[src/solenoid_drive_pkg.sv]
// Constants shared by the solenoid pull-in and hold driver
package solenoid_drive_pkg;
  // ===========================================================
  // Channels and clock
  localparam int CHANNELS = 14;
  localparam int CLK_HZ = 250_000_000;
  localparam int CH_BT = 0;
  localparam int CH_PF = 1;
  localparam int CH_LEFT = 5;
  localparam int CH_RIGHT = 6;
  // ===========================================================
  // Timing
  localparam int PULLIN_STEP_MS = 4;
  localparam int PULLIN_STEP_CYCLES = CLK_HZ / 1000 * PULLIN_STEP_MS;
  localparam int PWM_PERIOD_US = 1000;
  localparam int PWM_SLOTS = 10;
  localparam int PWM_SLOT_CYCLES = CLK_HZ / 1_000_000 * PWM_PERIOD_US / PWM_SLOTS;
  // ===========================================================
  // Field widths and limits
  localparam int PULL_W = 8;
  localparam int DUTY_W = 4;
  localparam logic [DUTY_W-1:0] DUTY_MAX = 4'hA;
  localparam logic [PULL_W-1:0] PULL_MIN = 8'h01;
  // ===========================================================
  // Reset values
  localparam int PULL_BT_MS = 1020;
  localparam int PULL_PF_MS = 200;
  localparam int PULL_STD_MS = 100;
  localparam logic [PULL_W-1:0] PULL_BT = PULL_W'(PULL_BT_MS / PULLIN_STEP_MS);
  localparam logic [PULL_W-1:0] PULL_PF = PULL_W'(PULL_PF_MS / PULLIN_STEP_MS);
  localparam logic [PULL_W-1:0] PULL_STD = PULL_W'(PULL_STD_MS / PULLIN_STEP_MS);
  localparam logic [PULL_W-1:0] PULL_RST [CHANNELS] = '{PULL_BT, PULL_PF, PULL_STD,
    PULL_STD, PULL_STD, PULL_STD, PULL_STD, PULL_STD, PULL_STD, PULL_STD, PULL_STD,
    PULL_STD, PULL_STD, PULL_STD};
  localparam logic [DUTY_W-1:0] DUTY_HALF = 4'h5;
  localparam logic [DUTY_W-1:0] DUTY_PF = 4'h2;
  localparam logic [DUTY_W-1:0] DUTY_RST [CHANNELS] = '{DUTY_HALF, DUTY_PF, DUTY_MAX,
    DUTY_MAX, DUTY_MAX, DUTY_HALF, DUTY_HALF, DUTY_MAX, DUTY_MAX, DUTY_MAX, DUTY_MAX,
    DUTY_MAX, DUTY_MAX, DUTY_MAX};
  // ===========================================================
  // Register map (byte offsets)
  localparam logic [7:0] PULL_OFS = 8'h00;
  localparam logic [7:0] DUTY_OFS = 8'h40;
  localparam logic [7:0] STATUS_OFS = 8'h80;
  localparam logic [2:0] SIZE_WORD = 3'h2;
endpackage

[src/solenoid_pickup_hold_driver.sv]
// Pull-in then hold drive for fourteen on/off outputs, AHB-Lite programmed
//
// Our own choices: the AHB-Lite slave port and the register offsets.
`timescale 1ns/1ps
module solenoid_pickup_hold_driver #(
  parameter int unsigned TICK_CYCLES = solenoid_drive_pkg::PULLIN_STEP_CYCLES,
  parameter int unsigned SLOT_CYCLES = solenoid_drive_pkg::PWM_SLOT_CYCLES
) (
  // Clock and reset
  input wire logic clk_in,
  input wire logic srst_in,
  // AHB-Lite slave
  input wire logic hsel_in,
  input wire logic [31:0] haddr_in,
  input wire logic [1:0] htrans_in,
  input wire logic hwrite_in,
  input wire logic [2:0] hsize_in,
  input wire logic [31:0] hwdata_in,
  input wire logic hready_in,
  output logic [31:0] hrdata_out,
  output logic hreadyout_out,
  output logic hresp_out,
  // Activation commands and outputs
  input wire logic [solenoid_drive_pkg::CHANNELS-1:0] cmd_on_in,
  output logic [solenoid_drive_pkg::CHANNELS-1:0] drive_out
);
  import solenoid_drive_pkg::*;

  localparam int PRE_W = $clog2(TICK_CYCLES + 1);
  localparam int SLOT_W = $clog2(SLOT_CYCLES + 1);

  logic accept;
  logic wr_pend_q;
  logic rd_wait_q;
  logic [7:0] addr_q;
  logic [31:0] hrdata_q;
  logic [31:0] rd_d;
  logic [PULL_W-1:0] pull_q [CHANNELS];
  logic [DUTY_W-1:0] duty_q [CHANNELS];
  logic [CHANNELS-1:0] active_q;
  logic [CHANNELS-1:0] pulling_q;
  logic [CHANNELS-1:0] drive_q;
  logic [SLOT_W-1:0] slot_cnt_q;
  logic [3:0] slot_q;

  // ===========================================================
  // Bus slave: writes zero-wait, reads one wait state
  assign accept = hsel_in && htrans_in[1] && hready_in;
  assign hreadyout_out = !rd_wait_q;
  assign hresp_out = 1'b0;
  assign hrdata_out = hrdata_q;

  always_ff @(posedge clk_in) begin
    if (srst_in) begin
      wr_pend_q <= 1'b0;
      rd_wait_q <= 1'b0;
      addr_q <= 8'h00;
    end else begin
      wr_pend_q <= accept && hwrite_in && (hsize_in == SIZE_WORD);
      rd_wait_q <= accept && !hwrite_in;
      if (accept) begin
        addr_q <= haddr_in[7:0];
      end
    end
  end

  always_comb begin
    rd_d = 32'h0000_0000;
    if (addr_q[7:6] == PULL_OFS[7:6] && 32'(addr_q[5:2]) < CHANNELS) begin
      rd_d[PULL_W-1:0] = pull_q[addr_q[5:2]];
    end else if (addr_q[7:6] == DUTY_OFS[7:6] && 32'(addr_q[5:2]) < CHANNELS) begin
      rd_d[DUTY_W-1:0] = duty_q[addr_q[5:2]];
    end else if (addr_q == STATUS_OFS) begin
      rd_d = {2'b00, pulling_q, 2'b00, drive_q};
    end
  end

  always_ff @(posedge clk_in) begin
    if (srst_in) begin
      hrdata_q <= 32'h0000_0000;
    end else if (rd_wait_q) begin
      hrdata_q <= rd_d;
    end
  end

  // ===========================================================
  // Shared hold waveform: ten slots per period
  always_ff @(posedge clk_in) begin
    if (srst_in) begin
      slot_cnt_q <= '0;
      slot_q <= 4'h0;
    end else if (slot_cnt_q == SLOT_W'(SLOT_CYCLES - 1)) begin
      slot_cnt_q <= '0;
      slot_q <= (slot_q == 4'(PWM_SLOTS - 1)) ? 4'h0 : slot_q + 4'h1;
    end else begin
      slot_cnt_q <= slot_cnt_q + SLOT_W'(1);
    end
  end

  assign drive_out = drive_q;

  // ===========================================================
  // Per-channel settings and pull-in/hold engine
  for (genvar i = 0; i < CHANNELS; i++) begin : g_ch
    localparam logic [7:0] PULL_ADDR = 8'(PULL_OFS + 4 * i);
    localparam logic [7:0] DUTY_ADDR = 8'(DUTY_OFS + 4 * i);
    logic start;
    logic [PRE_W-1:0] pre_q;
    logic [PULL_W-1:0] left_q;

    always_ff @(posedge clk_in) begin
      if (srst_in) begin
        pull_q[i] <= PULL_RST[i];
      end else if (wr_pend_q && addr_q == PULL_ADDR) begin
        pull_q[i] <= (hwdata_in[PULL_W-1:0] == '0) ? PULL_MIN : hwdata_in[PULL_W-1:0];
      end
    end

    always_ff @(posedge clk_in) begin
      if (srst_in) begin
        duty_q[i] <= DUTY_RST[i];
      end else if (wr_pend_q && addr_q == DUTY_ADDR) begin
        duty_q[i] <= (hwdata_in > 32'(DUTY_MAX)) ? DUTY_MAX : hwdata_in[DUTY_W-1:0];
      end
    end

    assign start = cmd_on_in[i] && !active_q[i];

    always_ff @(posedge clk_in) begin
      if (srst_in) begin
        active_q[i] <= 1'b0;
        pulling_q[i] <= 1'b0;
        pre_q <= '0;
        left_q <= '0;
      end else if (!cmd_on_in[i]) begin
        active_q[i] <= 1'b0;
        pulling_q[i] <= 1'b0;
      end else if (start) begin
        active_q[i] <= 1'b1;
        pulling_q[i] <= 1'b1;
        pre_q <= PRE_W'(TICK_CYCLES - 1);
        left_q <= pull_q[i];
      end else if (pulling_q[i]) begin
        if (pre_q == '0) begin
          pre_q <= PRE_W'(TICK_CYCLES - 1);
          left_q <= left_q - PULL_W'(1);
          if (left_q == PULL_MIN) begin
            pulling_q[i] <= 1'b0;
          end
        end else begin
          pre_q <= pre_q - PRE_W'(1);
        end
      end
    end

    always_ff @(posedge clk_in) begin
      if (srst_in) begin
        drive_q[i] <= 1'b0;
      end else begin
        drive_q[i] <= cmd_on_in[i] && (start || pulling_q[i] ||
          (slot_q < duty_q[i]));
      end
    end

  end
endmodule // solenoid_pickup_hold_driver

[config.mk]
export PLATFORM = sky130hd
export DESIGN_NAME = solenoid_pickup_hold_driver
export DESIGN_NICKNAME = d
export VERILOG_FILES = /design/src/solenoid_drive_pkg.sv /design/src/solenoid_pickup_hold_driver.sv
export SDC_FILE = /design/constraint.sdc
export NUM_CORES = 2
export LEC_CHECK = 0
export BUFFER_PORTS_ARGS = -buffer_cell sky130_fd_sc_hd__buf_2
export CAP_MARGIN = 20
export CORE_MARGIN = 3
export CORE_UTILIZATION = 50
export CTS_CLUSTER_SIZE = 20
export DETAILED_ROUTE_END_ITERATION = 10
export PLACE_DENSITY_LB_ADDON = 0.3
export SYNTH_ARGS = -nofsm -noshare
export SYNTH_HDL_FRONTEND = slang
export SYNTH_SLANG_ARGS = --single-unit
[constraint.sdc]
create_clock -name clk_in -period 3.12 [get_ports clk_in]
set_input_delay 0.78 -clock clk_in [delete_from_list [all_inputs] [get_ports clk_in]]
set_output_delay 0.78 -clock clk_in [all_outputs]
set_load 0.02 [all_outputs]
; ---- Yosys cells after proc, flatten, opt, wreduce, memory -nomap -nowiden
; Memory sizes are Yosys's and may differ from the RTL's. A register that Yosys moved wholly into a read port is not among the register bits.
; Index checks and enable logic that the tools add are counted.
[op_classes]
n_addsub = 30
order_cmp = 16
n_eq_ne = 46
muxes = 266
bitwise = 42
n_reduce_logical = 195
[op_table]
columns = cell, n
row1 = two-way mux 20 bit, 42
row2 = two-way mux 8 bit, 58
row3 = logical NOT 20 bit, 14
row4 = subtractor 20 x 1 -> 20 bit (second input constant), 14
row5 = two-way mux 1 bit, 142
row6 = equality test 8 x 1 -> 1 bit (second input constant), 14
row7 = equality test 8 x 7 -> 1 bit (second input constant), 14
row8 = subtractor 8 x 1 -> 8 bit (second input constant), 14
row9 = two-way mux 4 bit, 21
row10 = logical AND 1 bit, 63
row11 = less-than comparator 4 bit, 14
row12 = nonzero test 2 bit, 28
row13 = equality test 8 x 6 -> 1 bit (second input constant), 6
row14 = AND reduction 3 bit, 14
row15 = equality test 8 x 5 -> 1 bit (second input constant), 4
row16 = > comparator 32 x 4 -> 1 bit (second input constant), 1
row17 = two-way mux 30 bit, 1
row18 = OR reduction 2 bit, 15
row19 = logical OR 1 bit, 28
row20 = OR 1 bit, 28
row21 = AND reduction 2 bit, 14
row22 = two-way mux 26 bit, 1
row23 = two-way mux 24 bit, 1
row24 = equality test 8 x 4 -> 1 bit (second input constant), 2
row25 = other kinds (13), 42
[totals]
register_bits = 495
mem_bits_rw = 168
output_inout_bits = 48
n_memories = 2
[mem_list]
columns = memory, words, width, rd, rd_ports_with_merged_regs, write_ports, line
row1 = pull_q, 14, 8, 15, 1, 14, solenoid_pickup_hold_driver.sv:38  ; logic [PULL_W-1:0] pull_q [CHANNELS];
row2 = duty_q, 14, 4, 15, 1, 14, solenoid_pickup_hold_driver.sv:39  ; logic [DUTY_W-1:0] duty_q [CHANNELS];

; ---- Logic depth before layout (Yosys ltp)
[depth]
depth_word = 6
ltp_mapped = 9
depth_no_buf = 7

; ---- Worst setup path before layout
; No wires, ideal clock.
[synth_path]
kind = reg-to-reg
start = register g_ch[8].pre_q[12]
end = register g_ch[8].left_q[3]
arrival_ns = 2.464
required_time_ns = 3.046
setup_slack_ns = 0.582
path_stages_with_launch = 7
n_path_buf = 1
path_cell_list = dfxtp_1 > or4_4 > or4_4 > or4_1 > buf_2 > or4_1 > a31oi_1
[synth_between]
elab_chain_cells = 3
[synth_lines]
columns = item, line
row1 = from (decl), solenoid_pickup_hold_driver.sv:108  ; logic [PRE_W-1:0] pre_q;
row2 = from (signal assigned), solenoid_pickup_hold_driver.sv:141  ; pre_q <= PRE_W'(TICK_CYCLES - 1);
row3 = from (signal assigned), solenoid_pickup_hold_driver.sv:145  ; pre_q <= PRE_W'(TICK_CYCLES - 1);
row4 = from (signal assigned), solenoid_pickup_hold_driver.sv:151  ; pre_q <= pre_q - PRE_W'(1);
row5 = logical NOT 20 bit, solenoid_pickup_hold_driver.sv:144  ; if (pre_q == '0) begin
row6 = nonzero test 2 bit (no line), -
row7 = AND reduction 3 bit (no line), -
row8 = to (signal assigned), solenoid_pickup_hold_driver.sv:142  ; left_q <= pull_q[i];
row9 = to (signal assigned), solenoid_pickup_hold_driver.sv:146  ; left_q <= left_q - PULL_W'(1);
row10 = to (decl), solenoid_pickup_hold_driver.sv:109  ; logic [PULL_W-1:0] left_q;
; No other way between the ends.
; A chain may end at the register's enable or synchronous reset.

; ---- Worst setup path in the final report
[layout_path]
start = register g_ch[1].pre_q[0]
end = register g_ch[1].left_q[1]
[layout_between]
elab_chain_cells = 3
[layout_lines]
columns = item, line
row1 = from (decl), solenoid_pickup_hold_driver.sv:108
row2 = from (signal assigned), solenoid_pickup_hold_driver.sv:141
row3 = from (signal assigned), solenoid_pickup_hold_driver.sv:145
row4 = from (signal assigned), solenoid_pickup_hold_driver.sv:151
row5 = logical NOT 20 bit, solenoid_pickup_hold_driver.sv:144
row6 = nonzero test 2 bit (no line), -
row7 = AND reduction 3 bit (no line), -
row8 = to (signal assigned), solenoid_pickup_hold_driver.sv:142
row9 = to (signal assigned), solenoid_pickup_hold_driver.sv:146
row10 = to (decl), solenoid_pickup_hold_driver.sv:109
; No other way between the ends.

==> flow_summary.toml <==
[routing]
totalWireLength_mm = 85.2
vias = 27300
drt_first_pass_iters = 6
detail-route-antenna-nets = 0
drt-vias-per-instance = 5.92
drt_iter0_markers = 2415
drc_errors = 0
routedWlPerCell_um = 18.5

[cells_and_area]
fin_nets = 3893
fin_area_mm2 = 0.0370
final_common_cell = "dfxtp_1"
final_cell_mix = "dfxtp_1 (492), a21oi_1 (319), nor2_1 (296)"
fillers = 5687
drive_above_1_share_pct = 11.5
syn2layout_area_growth_pct = 12.4

[timing]
worstMarginPinSlew_ps = 1080
fin_worst_skew_ps = 23.1
relSlewSlack_pct = 27.6
tns_ps = 0
max_freq_mhz = 372
final.min_clock_period_ps = 2690
rsz0062_at_grt = "no"
drv_slew = 0
fin_crit_sh_pct = 86.1
setup_violations = 0
hold_viol_final = 0

[grt]
antenna_found_initial = 0
grt_pass1_vias = 25200
grt-ovfl-total = 0
grt_pass1_wl_mm = 135
grt_usage_pct = 23.8
grt_max_degree = 83

[synth]
synth-edff-count = 168
synthCells = 3626
synthArstFlopShare_pct = 0
ys_ff_latch = 663
synthDistinctLibCells = 76
syn_area_per_cell_um2 = 9.08
yosysWarnings = 0
synthesis.area_mm2 = 0.0329
synth_ff_type = "dfxtp_1"
ys_seq_area_share_pct = 45.4
yosys.area.top_type = "dfxtp_1"
post_synth_main_area_contributors = "dfxtp_1 (30%), edfxtp_1 (15%), xnor2_1 (5.5%), a21oi_1 (4.8%), ha_1 (3.8%)"
synth.top_cell.area_share_pct = 30.1

[die]
rows = 93
core_area_mm2 = 0.0648
dieArea_mm2 = 0.0690
floorplan.initialDensity_pct = 50.8
io_pins = 136
fp.dieH_um = 263
fp.dieW_um = 263

[worst_setup_path]
start_kind = "flop"
critPathLaunch = "g_ch[1].pre_q[0]$_SDFFE_PP0P_"
cp_cell_sequence = "inv_1 > ha_1 > or4b_2 > or3_1 > o31a_1 > a211oi_1 > a211oi_1"
required_ps = 3580
critPathKind = "reg2reg"
r2r-end = "g_ch[1].left_q[1]$_SDFFE_PP0P_"
crit_top_cell = "a211oi_1"
regToRegSetupSlack_ps = 430
reg2regPathDepth = 7
slowest_stage = "or4b_2"
cp-end-kind = "flop"
max_stage_delay_ps = 590
arrival_ps = 3150
cp_max_fo = 20
r2r_start = "g_ch[1].pre_q[0]$_SDFFE_PP0P_"

[pwr]
power_frac_seq_pct = 45.4
power_frac_clock_pct = 40.8
power.density_mw_per_mm2 = 583
ir_worst_vdd_mv = 0.401
combPwrFrac_pct = 13.8
p_sw_mw = 5.76
leakage_nw = 13.6
intPower_mw = 15.8
power_switching_share_pct = 26.7

[flow_run]
maxCapViolations = 0

[clock_tree]
path_clk_slew_ps = 60
clk_latency_ps = 620
post-cts-setup-buffers = 0
clock-sinks = 663
cts-root-buf = "clkbuf_16"
cts_tree = "built"
postCtsResizedCells = 0
cts_hold_buffers = 0
htree_levels = 3
clock_path_buffers = 3
numCtsBuffers = 72

[worst_hold_path]
min_path_type = "in2reg"
holdPathStages = 2
holdPathEnd = "rd_wait_q$_SDFF_PP0_"
hp-start = "hwrite_in"

[place]
port_buffers = 105
dpl.hpwl_mm = 58.1
post_dp_cell_area_mm2 = 0.0345
place_congestion = 0.903

[run_status]
status = "completed"
state kept, by name, summed over array words and instances, names as in the netlist, 15 cells and up, named ones only:
register and flops:
pull_q 112, g_ch.pre_q 280, hrdata_out 28, g_ch.left_q 112
duty_q 56, slot_cnt_q 15
synth_stat cells (22+ instances only):
cell type / number
xor2_1: 60
mux4_2: 32
a22oi_1: 24
or2_2: 32
nor4_1: 134
nand2_1: 236
nand3_1: 97
clkbuf_1: 175
nor3_1: 244
or4_1: 58
o31ai_1: 22
a211oi_1: 28
ha_1: 99
nand2b_1: 77
xnor2_1: 206
edfxtp_1: 168
dfxtp_1: 495
inv_1: 122
and2_1: 79
a31oi_1: 39
nand4_1: 42
a21oi_1: 319
o21ai_0: 143
nor2_1: 296
or3_1: 77
nor2b_1: 50
a21o_1: 30
critical path, delay by kind of cell, from the launching register on:
family,cells,cell delay [ps]
flops,1,320
fa+ha+maj,1,150
simple gates,2,1030
buf+inv,1,110
compound gates,3,920
per-stage QoR:
stage	hold WS (ps)	utilization [%]	setup WS [ps]	power, mW	instances
6_report	373	57.1	432	21.6	4618
5_1_grt	354	57.1	311	22.5	4616
4_1_cts	345	57.0	437	21.7	4606
3_5_place_dp	453	53.2	333	12.9	4477
3_3_place_gp	442	53.2	362	12.8	4477
2_1_floorplan	430	-	582	12.1	3630
metal layers:
metal | vias to the layer above | global-route usage [%] | share of wire [%]
met5 | - | 0 | 0
met4 | 0 | 7.34 | 2.8
met3 | 167 | 4.57 | 8.0
met2 | 950 | 37.1 | 44
met1 | 12900 | 33.6 | 45
li1 | 13300 | - | -
power groups by stage:
stage,clock network (mW),registers (mW),logic [mW]
4_1_cts,8.96,9.77,2.95
3_3_place_gp,0,9.94,2.89
3_5_place_dp,0,9.95,2.93
5_1_grt,9.31,9.84,3.33
2_1_floorplan,0,9.82,2.30
6_report,8.81,9.78,2.98
how the worst max path moves through the flow:
stage                                          end  slack, ps  cells past startpoint
finish              g_ch[1].left_q[1]$_SDFFE_PP0P_        430                      7
global route        g_ch[6].left_q[1]$_SDFFE_PP0P_        310                      5
CTS                 g_ch[8].left_q[7]$_SDFFE_PP0P_        440                      5
detailed placement      duty_q[2][3]$_SDFFCE_PN1P_        330                      7
global placement        duty_q[8][1]$_SDFFCE_PN1P_        360                      7
floorplan           g_ch[8].left_q[3]$_SDFFE_PP0P_        580                      6
cell type report:
| type | instances | area (um^2) | share of cell area, % |
|---|---|---|---|
| Sequential cell | 663 | 15000 | 40.4 |
| Antenna cell | 2 | 5.00 | 0.0135 |
| Clock buffer | 97 | 2130 | 5.75 |
| Timing Repair Buffer | 202 | 1320 | 3.57 |
| Inverter | 122 | 458 | 1.24 |
| Clock inverter | 32 | 322 | 0.869 |
| Multi-Input combinational cell | 2645 | 16700 | 45.2 |
| Tap cell | 855 | 1070 | 2.89 |
logic make-up after synthesis:
group / Yosys count / share of synthesized area, %
fa+ha+maj: 99 / 3.76
other cells: 1 / 0.0114
compound gates: 717 / 13.0
xor+xnor: 266 / 7.08
simple gates: 1495 / 23.7
flops: 663 / 45.4
mux: 63 / 3.20
buf+inv: 322 / 3.80
No activity file was read; power rests on OpenSTA's default activity.
